**src/core/ccp_pkg.sv**
```systemverilog
// Purpose: Shared constants and mode decode for the capture/compare unit
// Assumes: 8-bit register port, 16-bit wide timers, 8-bit period timers
// Notes:   Offsets are register indices on the plain port
package ccp_pkg;
  localparam int ADDR_W   = 3;
  localparam int DATA_W   = 8;
  localparam int WIDE_W   = 16;
  localparam int PERIOD_W = 8;
  localparam int DUTY_W   = 10;
  localparam int PRESC_W  = 4;

  localparam logic [2:0] OFS_CONTROL    = 3'h0;
  localparam logic [2:0] OFS_VALUE_LOW  = 3'h1;
  localparam logic [2:0] OFS_VALUE_HIGH = 3'h2;
  localparam logic [2:0] OFS_FLAG       = 3'h3;
  localparam logic [2:0] OFS_CONFIG     = 3'h4;
  localparam logic [2:0] OFS_OPEN_DRAIN = 3'h5;

  localparam int CTRL_DUTY_ONE_BIT  = 5;
  localparam int CTRL_DUTY_ZERO_BIT = 4;
  localparam int CTRL_MODE_MSB      = 3;
  localparam int CFG_ALT_SEL_BIT    = 4;
  localparam int CFG_ROUTE_MSB      = 1;
  localparam int FLAG_BIT           = 0;
  localparam int OD_BIT             = 0;

  localparam logic [7:0] CTRL_MASK  = 8'h3f;
  localparam logic [7:0] CFG_MASK   = 8'h13;
  localparam logic [7:0] OD_MASK    = 8'h01;
  localparam logic [7:0] RST_BYTE   = 8'h00;
  localparam logic [1:0] ROUTE_ALL_FIRST = 2'h0;
  localparam logic [1:0] PRESC4_LAST     = 2'h3;
  localparam logic [3:0] PRESC16_LAST    = 4'hf;

  typedef enum logic [3:0] {
    MODE_OFF,
    MODE_RESERVED,
    MODE_CMP_TOGGLE,
    MODE_CAP_FALL,
    MODE_CAP_RISE,
    MODE_CAP_RISE4,
    MODE_CAP_RISE16,
    MODE_CMP_SET,
    MODE_CMP_CLEAR,
    MODE_CMP_SOFT,
    MODE_CMP_TRIGGER,
    MODE_PWM
  } mode_t;

  function automatic mode_t decode_mode(input logic [3:0] code);
    mode_t m;
    m = MODE_OFF;
    unique casez (code)
      4'b0000: m = MODE_OFF;
      4'b0001: m = MODE_RESERVED;
      4'b0010: m = MODE_CMP_TOGGLE;
      4'b0011: m = MODE_RESERVED;
      4'b0100: m = MODE_CAP_FALL;
      4'b0101: m = MODE_CAP_RISE;
      4'b0110: m = MODE_CAP_RISE4;
      4'b0111: m = MODE_CAP_RISE16;
      4'b1000: m = MODE_CMP_SET;
      4'b1001: m = MODE_CMP_CLEAR;
      4'b1010: m = MODE_CMP_SOFT;
      4'b1011: m = MODE_CMP_TRIGGER;
      4'b11??: m = MODE_PWM;
    endcase
    return m;
  endfunction
endpackage

```
**src/core/capture_edge_sync.sv**
```systemverilog
// Purpose: Two-stage synchroniser and edge detector for the capture pin
// Assumes: Pin is asynchronous to core_clk_in
// Notes:   Edges appear two clocks after the pin moves
`timescale 1ns/1ps
module capture_edge_sync
(
  // Clock and reset
  input  wire logic core_clk_in,
  input  wire logic rst_in,
  // Pin and edges
  input  wire logic pin_in,
  output wire logic rise_out,
  output wire logic fall_out
);
  logic meta_reg;
  logic sync_reg;
  logic prev_reg;

  // Only sync_reg reads the first stage
  always_ff @(posedge core_clk_in or posedge rst_in)
  begin
    if (rst_in)
    begin
      meta_reg <= 1'b0;
      sync_reg <= 1'b0;
      prev_reg <= 1'b0;
    end
    else
    begin
      meta_reg <= pin_in;
      sync_reg <= meta_reg;
      prev_reg <= sync_reg;
    end
  end

  assign rise_out = sync_reg & ~prev_reg;
  assign fall_out = ~sync_reg & prev_reg;
endmodule // capture_edge_sync

```
**src/core/ccp_capture_compare_control.sv**
```systemverilog
// Purpose: One standard capture/compare unit with PWM duty hold
// Assumes: Timers and PWM generator live outside; port strobes are 1 cycle
// Notes:   Registers, capture path, compare latch and pin driver of one unit
//
// Strobed register access and the register addresses were chosen for this implementation.
`timescale 1ns/1ps
module ccp_capture_compare_control
(
  // Clock and reset
  input  wire logic                          core_clk_in,
  input  wire logic                          rst_in,
  // Register port
  input  wire logic [ccp_pkg::ADDR_W-1:0]    addr_in,
  input  wire logic [ccp_pkg::DATA_W-1:0]    wdata_in,
  input  wire logic                          wr_in,
  input  wire logic                          rd_in,
  output wire logic [ccp_pkg::DATA_W-1:0]    rdata_out,
  // Timers
  input  wire logic [ccp_pkg::WIDE_W-1:0]    first_wide_timer_in,
  input  wire logic [ccp_pkg::WIDE_W-1:0]    second_wide_timer_in,
  input  wire logic [ccp_pkg::PERIOD_W-1:0]  first_period_timer_in,
  input  wire logic [ccp_pkg::PERIOD_W-1:0]  second_period_timer_in,
  output wire logic [ccp_pkg::PERIOD_W-1:0]  period_timer_out,
  output wire logic                          first_timer_reset_out,
  output wire logic                          second_timer_reset_out,
  output wire logic                          adc_start_out,
  // Pin
  input  wire logic                          pin_in,
  input  wire logic                          port_latch_in,
  input  wire logic                          pin_direction_in,
  input  wire logic                          pwm_level_in,
  output wire logic                          pin_out,
  output wire logic                          pin_oe_out,
  // Status and duty
  output wire logic                          unit_event_flag_out,
  output wire logic [ccp_pkg::DUTY_W-1:0]    duty_out
);
  logic [7:0] ctrl_reg;
  logic [7:0] ctrl_next;
  logic [7:0] vlo_reg;
  logic [7:0] vlo_next;
  logic [7:0] vhi_reg;
  logic [7:0] vhi_next;
  logic       flag_reg;
  logic       flag_next;
  logic [7:0] cfg_reg;
  logic [7:0] cfg_next;
  logic [7:0] od_reg;
  logic [7:0] od_next;
  logic [7:0] rdata_reg;
  logic [7:0] rdata_next;
  logic [3:0] presc_reg;
  logic [3:0] presc_next;
  logic       latch_reg;
  logic       latch_next;
  logic       match_prev_reg;
  logic       special_reg;
  logic       special_next;

  wire logic rise;
  wire logic fall;

  capture_edge_sync u_sync
  (
    .core_clk_in (core_clk_in),
    .rst_in      (rst_in),
    .pin_in      (pin_in),
    .rise_out    (rise),
    .fall_out    (fall)
  );

  // Address decode
  wire logic alt_sel = cfg_reg[ccp_pkg::CFG_ALT_SEL_BIT];
  wire logic wr_ctrl = wr_in && (addr_in == ccp_pkg::OFS_CONTROL);
  wire logic wr_vlo  = wr_in && (addr_in == ccp_pkg::OFS_VALUE_LOW);
  wire logic wr_vhi  = wr_in && (addr_in == ccp_pkg::OFS_VALUE_HIGH);
  wire logic wr_flag = wr_in && (addr_in == ccp_pkg::OFS_FLAG);
  wire logic wr_cfg  = wr_in && (addr_in == ccp_pkg::OFS_CONFIG);
  // Shared address: the alias is invisible without alternate select
  wire logic od_seen = (addr_in == ccp_pkg::OFS_OPEN_DRAIN) && alt_sel;
  wire logic wr_od   = wr_in && od_seen;

  // Mode decode
  wire ccp_pkg::mode_t mode     = ccp_pkg::decode_mode(ctrl_reg[3:0]);
  wire ccp_pkg::mode_t new_mode = ccp_pkg::decode_mode(wdata_in[3:0]);
  wire logic is_rise4  = (mode == ccp_pkg::MODE_CAP_RISE4);
  wire logic is_rise16 = (mode == ccp_pkg::MODE_CAP_RISE16);
  wire logic is_capture = (mode == ccp_pkg::MODE_CAP_FALL)
                       || (mode == ccp_pkg::MODE_CAP_RISE)
                       || is_rise4 || is_rise16;
  wire logic is_compare = (mode == ccp_pkg::MODE_CMP_TOGGLE)
                       || (mode == ccp_pkg::MODE_CMP_SET)
                       || (mode == ccp_pkg::MODE_CMP_CLEAR)
                       || (mode == ccp_pkg::MODE_CMP_SOFT)
                       || (mode == ccp_pkg::MODE_CMP_TRIGGER);
  wire logic is_pwm    = (mode == ccp_pkg::MODE_PWM);
  wire logic is_off    = (mode == ccp_pkg::MODE_OFF);

  // Timer routing; a standard unit sees the first pair only on route 00
  wire logic [1:0] route = cfg_reg[ccp_pkg::CFG_ROUTE_MSB:0];
  wire logic use_first = (route == ccp_pkg::ROUTE_ALL_FIRST);
  wire logic [15:0] wide_timer = use_first ? first_wide_timer_in
                                           : second_wide_timer_in;
  wire logic [7:0] period_sel = use_first ? first_period_timer_in
                                          : second_period_timer_in;
  assign period_timer_out = is_pwm ? period_sel : 8'h00;

  // Compare: an edge on equality, so a stopped timer fires once only
  wire logic [15:0] value = {vhi_reg, vlo_reg};
  wire logic cmp_match = is_compare && (wide_timer == value);
  wire logic cmp_event = cmp_match && !match_prev_reg;

  // Capture prescaler
  wire logic presc_hit = (is_rise4 && (presc_reg[1:0] == ccp_pkg::PRESC4_LAST))
                      || (is_rise16 && (presc_reg == ccp_pkg::PRESC16_LAST));
  wire logic cap_event = ((mode == ccp_pkg::MODE_CAP_FALL) && fall)
                      || ((mode == ccp_pkg::MODE_CAP_RISE) && rise)
                      || (rise && presc_hit);
  wire logic presc_step = rise && (is_rise4 || is_rise16);

  // Count survives moves between capture settings only
  assign presc_next = !is_capture ? 4'h0 :
                      presc_step ? 4'(presc_reg + 4'h1) : presc_reg;

  // Registers; a capture outranks a software write to the value bytes
  assign ctrl_next = wr_ctrl ? (wdata_in & ccp_pkg::CTRL_MASK) : ctrl_reg;
  assign vlo_next  = cap_event ? wide_timer[7:0] :
                     wr_vlo ? wdata_in : vlo_reg;
  assign vhi_next  = cap_event ? wide_timer[15:8] :
                     wr_vhi ? wdata_in : vhi_reg;
  assign cfg_next  = wr_cfg ? (wdata_in & ccp_pkg::CFG_MASK) : cfg_reg;
  assign od_next   = wr_od ? (wdata_in & ccp_pkg::OD_MASK) : od_reg;

  // Flag: hardware set wins over a software clear
  wire logic flag_set = cap_event || cmp_event;
  assign flag_next = flag_set ? 1'b1 :
                     wr_flag ? wdata_in[ccp_pkg::FLAG_BIT] : flag_reg;

  // Compare output latch
  wire logic init_low  = wr_ctrl && (new_mode == ccp_pkg::MODE_CMP_SET);
  wire logic init_high = wr_ctrl && (new_mode == ccp_pkg::MODE_CMP_CLEAR);
  assign latch_next =
    init_low  ? 1'b0 :
    init_high ? 1'b1 :
    is_off    ? 1'b0 :
    (cmp_event && mode == ccp_pkg::MODE_CMP_TOGGLE) ? !latch_reg :
    (cmp_event && mode == ccp_pkg::MODE_CMP_SET)    ? 1'b1 :
    (cmp_event && mode == ccp_pkg::MODE_CMP_CLEAR)  ? 1'b0 :
    latch_reg;

  assign special_next = cmp_event && (mode == ccp_pkg::MODE_CMP_TRIGGER);

  // Read mux
  always_comb
  begin
    rdata_next = 8'h00;
    unique case (addr_in)
      ccp_pkg::OFS_CONTROL:    rdata_next = ctrl_reg;
      ccp_pkg::OFS_VALUE_LOW:  rdata_next = vlo_reg;
      ccp_pkg::OFS_VALUE_HIGH: rdata_next = vhi_reg;
      ccp_pkg::OFS_FLAG:       rdata_next = {7'h00, flag_reg};
      ccp_pkg::OFS_CONFIG:     rdata_next = cfg_reg;
      ccp_pkg::OFS_OPEN_DRAIN: rdata_next = alt_sel ? od_reg : 8'h00;
      default:                 rdata_next = 8'h00;
    endcase
    if (!rd_in)
    begin
      rdata_next = 8'h00;
    end
  end

  always_ff @(posedge core_clk_in or posedge rst_in)
  begin
    if (rst_in)
    begin
      ctrl_reg <= ccp_pkg::RST_BYTE;
      vlo_reg  <= ccp_pkg::RST_BYTE;
      vhi_reg  <= ccp_pkg::RST_BYTE;
      cfg_reg  <= ccp_pkg::RST_BYTE;
      od_reg   <= ccp_pkg::RST_BYTE;
      flag_reg <= 1'b0;
      rdata_reg <= 8'h00;
    end
    else
    begin
      ctrl_reg <= ctrl_next;
      vlo_reg  <= vlo_next;
      vhi_reg  <= vhi_next;
      cfg_reg  <= cfg_next;
      od_reg   <= od_next;
      flag_reg <= flag_next;
      rdata_reg <= rdata_next;
    end
  end

  // Internal state, cleared whenever the unit is off
  always_ff @(posedge core_clk_in or posedge rst_in)
  begin
    if (rst_in)
    begin
      presc_reg      <= 4'h0;
      latch_reg      <= 1'b0;
      match_prev_reg <= 1'b0;
      special_reg    <= 1'b0;
    end
    else
    begin
      presc_reg      <= presc_next;
      latch_reg      <= latch_next;
      match_prev_reg <= cmp_match;
      special_reg    <= special_next;
    end
  end

  // Pin driver
  wire logic latch_drives = (mode == ccp_pkg::MODE_CMP_TOGGLE)
                         || (mode == ccp_pkg::MODE_CMP_SET)
                         || (mode == ccp_pkg::MODE_CMP_CLEAR);
  wire logic pin_level = is_pwm ? pwm_level_in :
                         latch_drives ? latch_reg : port_latch_in;
  wire logic od_on = (is_compare || is_pwm) && od_reg[ccp_pkg::OD_BIT];
  assign pin_out    = od_on ? 1'b0 : pin_level;
  assign pin_oe_out = !pin_direction_in && (od_on ? !pin_level : 1'b1);

  assign rdata_out              = rdata_reg;
  assign unit_event_flag_out    = flag_reg;
  assign duty_out               = {vlo_reg, ctrl_reg[ccp_pkg::CTRL_DUTY_ONE_BIT],
                                   ctrl_reg[ccp_pkg::CTRL_DUTY_ZERO_BIT]};
  // Timer pulse goes to the timer the route selected
  assign first_timer_reset_out  = special_reg && use_first;
  assign second_timer_reset_out = special_reg && !use_first;
  assign adc_start_out          = special_reg;

  // Checks
  AST_TOGGLE: assert property (@(posedge core_clk_in) disable iff (rst_in)
    (cmp_event && mode == ccp_pkg::MODE_CMP_TOGGLE && !wr_ctrl)
    |=> (latch_reg == !$past(latch_reg)) && flag_reg)
    else $error("toggle on match failed");

  AST_FORCE_HIGH: assert property (@(posedge core_clk_in) disable iff (rst_in)
    (cmp_event && mode == ccp_pkg::MODE_CMP_SET && !wr_ctrl) |=> latch_reg && flag_reg)
    else $error("force high on match failed");

  AST_FORCE_LOW: assert property (@(posedge core_clk_in) disable iff (rst_in)
    (cmp_event && mode == ccp_pkg::MODE_CMP_CLEAR && !wr_ctrl) |=> !latch_reg && flag_reg)
    else $error("force low on match failed");

  AST_INIT_HIGH: assert property (@(posedge core_clk_in) disable iff (rst_in)
    init_high |=> latch_reg)
    else $error("init high failed");

  AST_SOFT_PIN: assert property (@(posedge core_clk_in) disable iff (rst_in)
    (mode == ccp_pkg::MODE_CMP_SOFT && !od_on) |-> pin_out == port_latch_in)
    else $error("soft mode moved the pin");

  AST_TRIGGER: assert property (@(posedge core_clk_in) disable iff (rst_in)
    (cmp_event && mode == ccp_pkg::MODE_CMP_TRIGGER)
    |=> adc_start_out && (first_timer_reset_out == use_first) ##1 !adc_start_out)
    else $error("special event pulse wrong");

  AST_CAPTURE: assert property (@(posedge core_clk_in) disable iff (rst_in)
    cap_event |=> value == $past(wide_timer) && flag_reg)
    else $error("capture value wrong");

  AST_FLAG_HOLD: assert property (@(posedge core_clk_in) disable iff (rst_in)
    (flag_reg && !wr_flag) |=> flag_reg)
    else $error("flag dropped without clear");

  AST_PRESC_CLR: assert property (@(posedge core_clk_in) disable iff (rst_in)
    !is_capture |=> presc_reg == 4'h0)
    else $error("prescaler not cleared");

  AST_RISE16: assert property (@(posedge core_clk_in) disable iff (rst_in)
    (is_rise16 && rise && presc_reg != ccp_pkg::PRESC16_LAST) |-> !cap_event)
    else $error("early capture at 1:16");

  AST_OPEN_DRAIN: assert property (@(posedge core_clk_in) disable iff (rst_in)
    (od_on && pin_level) |-> !pin_oe_out)
    else $error("open drain drove high");

  AST_ROUTE: assert property (@(posedge core_clk_in) disable iff (rst_in)
    (is_pwm && route != ccp_pkg::ROUTE_ALL_FIRST) |-> period_timer_out == second_period_timer_in)
    else $error("route wrong");

  AST_OFF_CLEAR: assert property (@(posedge core_clk_in) disable iff (rst_in)
    (is_off && !wr_ctrl) |=> !latch_reg && (presc_reg == 4'h0) && !special_reg)
    else $error("off mode kept state");

  AST_VLO_WRITE: assert property (@(posedge core_clk_in) disable iff (rst_in)
    (wr_vlo && !cap_event) |=> vlo_reg == $past(wdata_in))
    else $error("low byte write lost");

  AST_VHI_WRITE: assert property (@(posedge core_clk_in) disable iff (rst_in)
    (wr_vhi && !cap_event) |=> vhi_reg == $past(wdata_in))
    else $error("high byte write lost");

  AST_FLAG_CLEAR: assert property (@(posedge core_clk_in) disable iff (rst_in)
    (wr_flag && !wdata_in[ccp_pkg::FLAG_BIT] && !flag_set) |=> !flag_reg)
    else $error("flag clear ignored");

  AST_PRESC_KEEP: assert property (@(posedge core_clk_in) disable iff (rst_in)
    (is_capture && !presc_step) |=> presc_reg == $past(presc_reg))
    else $error("prescaler count lost");

  AST_PRESC_STEP: assert property (@(posedge core_clk_in) disable iff (rst_in)
    (is_capture && presc_step) |=> presc_reg == 4'($past(presc_reg) + 4'h1))
    else $error("prescaler did not count");

  AST_RISE4: assert property (@(posedge core_clk_in) disable iff (rst_in)
    (is_rise4 && rise) |-> cap_event == (presc_reg[1:0] == ccp_pkg::PRESC4_LAST))
    else $error("capture at 1:4 off count");

  COV_CAPTURE16: cover property (@(posedge core_clk_in) disable iff (rst_in)
    is_rise16 && cap_event);
  COV_TOGGLE: cover property (@(posedge core_clk_in) disable iff (rst_in)
    cmp_event && mode == ccp_pkg::MODE_CMP_TOGGLE);
  COV_TRIGGER: cover property (@(posedge core_clk_in) disable iff (rst_in)
    special_reg);
  COV_SET_CLEAR: cover property (@(posedge core_clk_in) disable iff (rst_in)
    flag_set && wr_flag);

  COV_CAPTURE4: cover property (@(posedge core_clk_in) disable iff (rst_in)
    is_rise4 && cap_event);
endmodule // ccp_capture_compare_control

```
**config.mk**
```make
export PLATFORM = sky130hd
export DESIGN_NAME = ccp_capture_compare_control
export DESIGN_NICKNAME = d
export VERILOG_FILES = /design/src/core/ccp_pkg.sv /design/src/core/capture_edge_sync.sv /design/src/core/ccp_capture_compare_control.sv
export SDC_FILE = /design/constraint.sdc
export NUM_CORES = 1
export LEC_CHECK = 0
export BUFFER_PORTS_ARGS = -buffer_cell sky130_fd_sc_hd__buf_2
export CORE_MARGIN = 2
export CORE_UTILIZATION = 45
export CTS_CLUSTER_SIZE = 20
export DETAILED_ROUTE_END_ITERATION = 6
export PLACE_DENSITY_LB_ADDON = 0.05
export SYNTH_ARGS = -nofsm -noshare
export SYNTH_HDL_FRONTEND = slang
export SYNTH_SLANG_ARGS = --single-unit
```
**constraint.sdc**
```tcl
create_clock -name core_clk_in -period 2.6 [get_ports core_clk_in]
set_clock_uncertainty 0.15 [all_clocks]
set_input_delay 0.52 -clock core_clk_in [delete_from_list [all_inputs] [get_ports core_clk_in]]
set_output_delay 0.52 -clock core_clk_in [all_outputs]
set_load 0.01 [all_outputs]
```
# [Word-level counts from Yosys, hierarchy flattened]
# Cells that the tools add are included.
[classes] n_addsub=1 mul=0 div_mod_pow=0 order_cmp=0 n_eq_ne=45 n_shift=0 mux=26 bitwise=4 reduce_logical=54
[op_table] operator="$pmux W4 S12" n=2
[op_table] operator="$eq A4 B4 Y1 const B" n=14
[op_table] operator="$mux W8" n=7
[op_table] operator="$eq A4 B3 Y1 const B" n=13
[op_table] operator="$pmux W8 S6" n=1
[op_table] operator="$logic_and A1 B1 Y1" n=25
[op_table] operator="$eq A4 B2 Y1 const B" n=6
[op_table] operator="$eq A16 B16 Y1" n=1
[op_table] operator="$mux W16" n=1
[op_table] operator="$logic_or A1 B1 Y1" n=13
[op_table] operator="$mux W1" n=13
[op_table] operator="$logic_not A4 Y1" n=3
[op_table] operator="$eq A4 B1 Y1 const B" n=2
[op_table] operator="$mux W4" n=2
[op_table] operator="$eq A2 B2 Y1 const B" n=3
[op_table] operator="$eq A3 B2 Y1 const B" n=2
[op_table] operator="$eq A3 B3 Y1 const B" n=2
[op_table] operator="$reduce_bool A2 Y1" n=3
[op_table] operator="$reduce_bool A6 Y1" n=1
[op_table] operator="$logic_not A1 Y1" n=5
[op_table] operator="$add A4 B1 Y4 const B" n=1
[op_table] operator="$reduce_or A2 Y1" n=2
[op_table] operator="$eq A3 B1 Y1 const B" n=1
[op_table] operator="$logic_not A3 Y1" n=1
[op_table] operator="other kinds (4)" n=6
[totals] register_bits=45 latchBits=0 ram_bits=0 romBits=0 out_inout_bits=32 mem_count=0

# [Logic depth before layout (Yosys ltp)]
[logic_depth] word_depth=17 mapped_depth=9 mapped_depth_nobuf=7

# [Hierarchy]
# From an unflattened synthesis, not the netlist that was laid out.
[hier_totals] hier_cells=319 hier_area_um2=2971.6
[modules_own_cells] module="ccp_capture_compare_control" instances=1 cells_per_inst=313 area_per_inst_um2=2877.8
[modules_own_cells] module="capture_edge_sync" instances=1 cells_per_inst=6 area_per_inst_um2=93.8

# [Worst setup path before layout]
# Ideal clock, no wire load.
[synth_path] path_kind="register -> output" from="register cfg_reg[1]" to="output period_timer_out[0] in the netlist's numbering" arrival_ns=1.923 required_time_ns=1.930 slack_ns=0.007 stages_incl_launch_ff=7 path_buffers=3 path_cell_list="dfrtp_1 nor2_2 clkbuf_1 buf_1 clkbuf_1 nand2_1 a21oi_1"
[synth_between] elab_chain_cells=3
[synth_rtl] element="from (decl)" line="ccp_capture_compare_control.sv:46" source="logic [7:0] cfg_reg;"
[synth_rtl] element="from (signal assigned)" line="ccp_capture_compare_control.sv:179" source="cfg_reg <= ccp_pkg::RST_BYTE;"
[synth_rtl] element="from (signal assigned)" line="ccp_capture_compare_control.sv:189" source="cfg_reg <= cfg_next;"
[synth_rtl] element="$logic_not A2 Y1" line="ccp_capture_compare_control.sv:101" source="wire logic use_first = (route == ccp_pkg::ROUTE_ALL_FIRST);"
[synth_rtl] element="$mux W8" line="ccp_capture_compare_control.sv:104" source="wire logic [7:0] period_sel = use_first ? first_period_timer_in"
[synth_rtl] element="$mux W8" line="ccp_capture_compare_control.sv:106" source="assign period_timer_out = is_pwm ? period_sel : 8'h00;"
[synth_rtl] element="to (decl)" line="ccp_capture_compare_control.sv:23" source="output wire logic [ccp_pkg::PERIOD_W-1:0] period_timer_out,"
# Every way passes these cells.

# [Worst setup path in the final report]
[layout_path] from="register cfg_reg[1]" to="register latch_reg"
[layout_between] elab_chain_cells=11
[layout_rtl] element="$logic_not A2 Y1 *" line="ccp_capture_compare_control.sv:101"
[layout_rtl] element="$mux W16 *" line="ccp_capture_compare_control.sv:102" source="wire logic [15:0] wide_timer = use_first ? first_wide_timer_in"
[layout_rtl] element="$eq A16 B16 Y1 *" line="ccp_capture_compare_control.sv:110" source="wire logic cmp_match = is_compare && (wide_timer == value);"
[layout_rtl] element="$logic_and A1 B1 Y1 *" line="ccp_capture_compare_control.sv:110"
[layout_rtl] element="$logic_and A1 B1 Y1 *" line="ccp_capture_compare_control.sv:111" source="wire logic cmp_event = cmp_match && !match_prev_reg;"
[layout_rtl] element="$logic_and A1 B1 Y1" line="ccp_capture_compare_control.sv:147" source="(cmp_event && mode == ccp_pkg::MODE_CMP_SET) ? 1'b1 :"
[layout_rtl] element="$mux W1" line="ccp_capture_compare_control.sv:147"
[layout_rtl] element="$mux W1" line="ccp_capture_compare_control.sv:146" source="(cmp_event && mode == ccp_pkg::MODE_CMP_TOGGLE) ? !latch_reg :"
[layout_rtl] element="$mux W1" line="ccp_capture_compare_control.sv:145" source="is_off ? 1'b0 :"
[layout_rtl] element="$mux W1" line="ccp_capture_compare_control.sv:144" source="init_high ? 1'b1 :"
[layout_rtl] element="$mux W1" line="ccp_capture_compare_control.sv:143" source="init_low ? 1'b0 :"
[layout_rtl] element="to (signal assigned)" line="ccp_capture_compare_control.sv:209" source="latch_reg <= latch_next;"
[layout_rtl] element="to (decl)" line="ccp_capture_compare_control.sv:54" source="logic latch_reg;"
# Mark *: on every way between the ends. The rest lies on a longest branch, timed or not.
# A chain may end at the register's enable or synchronous reset.

==> flow_summary.toml <==
[status]
status = "completed"

[floorplanning]
rows = 29
die_h_microns = 84.58
initial_core_util_pct = 46.27
die_w_microns = 84.58
core_area_sq_mm = 0.006314
io_pins = 99
die_area_sq_mm = 0.007153

[job]
max-cap-violations = 0

[synthesis]
synth_cell_types = 53
syn_nets = 393
async_flop_share_pct = 100.0
syn_area_sq_mm = 0.002922
synth.top_cells.by_area = "dfrtp_1 (39%), mux2i_1 (11%), a21oi_1 (4.5%), nand2_1 (4.0%), mux2_1 (3.5%)"
syn_area_per_cell_sq_um = 8.989
ys_warn_count = 0
synth_top_flop_cell = "dfrtp_1"
yosysTopAreaCellShare_pct = 38.54
syn_inst = 325
ys_seq_elements = 45
synth_top_area_cell = "dfrtp_1"
seq_area_frac_synth_pct = 38.54
synth_edf_count = 0

[layout]
drive_gt1_share_pct = 32.95
antenna_cells = 0
nets = 501
nFillCells = 589
fin_area_sq_mm = 0.003776
area_growth_syn_to_layout_pct = 29.25

[routing]
drt-initial-drc-count = 120
via_count = 2822
wire_per_inst_microns = 16.29
route.detailed.drc = 0
viasPerCell = 5.523
ant_nets = 0
first_pass_iters = 4
routed_wl_mm = 8.323

[power_and_ir_drop]
powerDensity_mw_per_mm2 = 773.7
sequentialPowerShare_pct = 39.2
power_switching_mw = 1.144
pwr-share-comb_pct = 42.4
swShare_pct = 39.15
pwr-share-clk_pct = 18.4
vdd_drop_max_v = 0.0003844
p_leak_nw = 1.793
intPower_mw = 1.778

[cts]
clk_pin_slew_ps = 90
cts_sinks = 45
worstSkewPairLatency_ps = 300
clockRootBuffer = "clkbuf_8"
cts_buffers = 5
htree_levels = 2
cts_tree = "built"
cts_max_path_buffers = 2

[global_route]
first_global_vias = 2685
grt_max_degree = 46
overflow = 0
antenna_found_initial = 0
grt_pass1_wl_mm = 13.57
grt_util_met3_pct = 3.933
track_usage_pct = 23.74
busiest_layer = "met2"
grt_util_met2_pct = 39.58
grt_use_met1_pct = 31.82

[sta]
fmax_ghz = 0.3966
post-route-period-util_pct = 96.98
hold_violations = 0
period_needed_ps = 2522
slew_violations = 0
fin_setup_tns_ps = 0
tightest_slew_ps = 590.1
setup_violations = 0
holdWs_ps = 167.2
max_slew_margin_pct = 60.62

[min_path]
min_delay_path_depth = 1
hp-class = "in -> reg"
min_to = "u_sync.meta_reg"
hp-start = "pin_in"

[placed_design]
dp_hpwl_mm = 6.237
place_area_sq_mm = 0.003582
routabilityCongestion = 0.8900
io_buffer_count = 98

[setup_path]
crit_type = "reg -> reg"
required_ps = 2670
worstSetupStartpointType = "flop"
crit_fanout = 5
reg2reg_slack_ps = 80
cp.arrival_ps = 2590
r2r-start = "cfg_reg[1]"
end_kind = "flop"
r2r-end = "latch_reg"
worstRegToRegCells = 7
-- kinds of logic (layout without fill, tap and decap cells) --
logic type	count (synthesis)	count (layout)	synth area share [%]
AOI/OAI and AO/OA	74	74	15.85
xor gates and xnor gates	13	13	3.897
adders and majority gates	1	1	0.4282
buffers and inverters	29	138	4.025
DFF	45	45	38.54
muxes	47	47	17.22
and+or+nand+nor	116	116	20.04
-- timing repair --
item	CTS	global route
hold endpoints to repair	0	0
gates resized for setup	1	12
gates cloned	0	1
pin swaps	0	1
setup endpoints to repair	1	5
setup buffers	0	2
hold buffers	0	0
-- layout by cell type (no fill, tap or decap), drive strengths merged, types with 4 or more instances in the layout --
cell type	count
xor2	6
inv	10
xnor2	7
nand2b	7
buf	118
mux2	13
o21ai	16
mux2i	33
a211oi	6
a21boi	4
dfrtp	45
clkbuf	7
nor2b	16
nor2	25
a21oi	26
nand2	31
nor3	4
and2	11
nand3	9
-- per-stage QoR --
| stage | std cells | util (%) | setup slack, ps | total power, mW |
|---|---|---|---|---|
| floorplan | 325 | - | 7.289 | 1.845 |
| global placement | 500 | 56.74 | 93.26 | 2.311 |
| detailed placement | 500 | 56.74 | -64.12 | 2.316 |
| CTS | 508 | 58.52 | 48.95 | 2.861 |
| global route | 511 | 59.81 | -26.30 | 3.143 |
| finish | 511 | 59.81 | 78.44 | 2.921 |
-- Yosys cell counts (9+ instances only) --
master    instances
nand3_1           9
a21oi_1          26
mux2_1            9
mux2i_1          33
inv_1            10
nand2_1          31
nor2b_1          16
clkbuf_1         12
dfrtp_1          45
and2_1           10
nor2_1           24
-- cell type report --
type	count	area [sq um]	share of cell area (%)
Tap cell	77	96.34	2.551
Clock buffer	6	72.57	1.922
Inverter	11	41.29	1.093
Timing Repair Buffer	119	678.2	17.96
Sequential cell	45	1130	29.92
Multi-Input combinational cell	251	1719	45.53
Clock inverter	2	38.79	1.027
-- per-layer routing --
metal,vias up,wire [microns]
met2,86,4049
met4,0,157
li1,1374,-
met5,-,0
met3,12,450
met1,1350,3665
-- power by group through the flow --
stage	Combinational [mW]	Clock, mW	Sequential, mW
4_1_cts	1.17	0.548	1.14
3_3_place_gp	1.16	0	1.16
5_1_grt	1.39	0.579	1.18
6_report	1.24	0.537	1.14
2_1_floorplan	0.742	0	1.10
3_5_place_dp	1.16	0	1.15
-- critical path, stage by stage, from the launching register on --
cell and delay, ps:
dfrtp_2 450, nor2_4 200, mux2_4 330, a221o_1 350, nor4_2 300, nand4b_1 200
a211o_1 310, a31oi_1 170
-- worst max-delay path by stage --
stage                                      start                  end  slack (ps)  cells after the start
after floorplan                       cfg_reg[1]  period_timer_out[0]           7                      6
after global placement    first_wide_timer_in[2]            latch_reg          90                      8
after detailed placement  first_wide_timer_in[2]            latch_reg         -60                      8
after CTS                            ctrl_reg[1]           pin_oe_out          50                      7
final                                 cfg_reg[1]            latch_reg          80                      7
after global routing                  cfg_reg[1]            latch_reg         -30                      7
(Power assumes the default switching activity.)
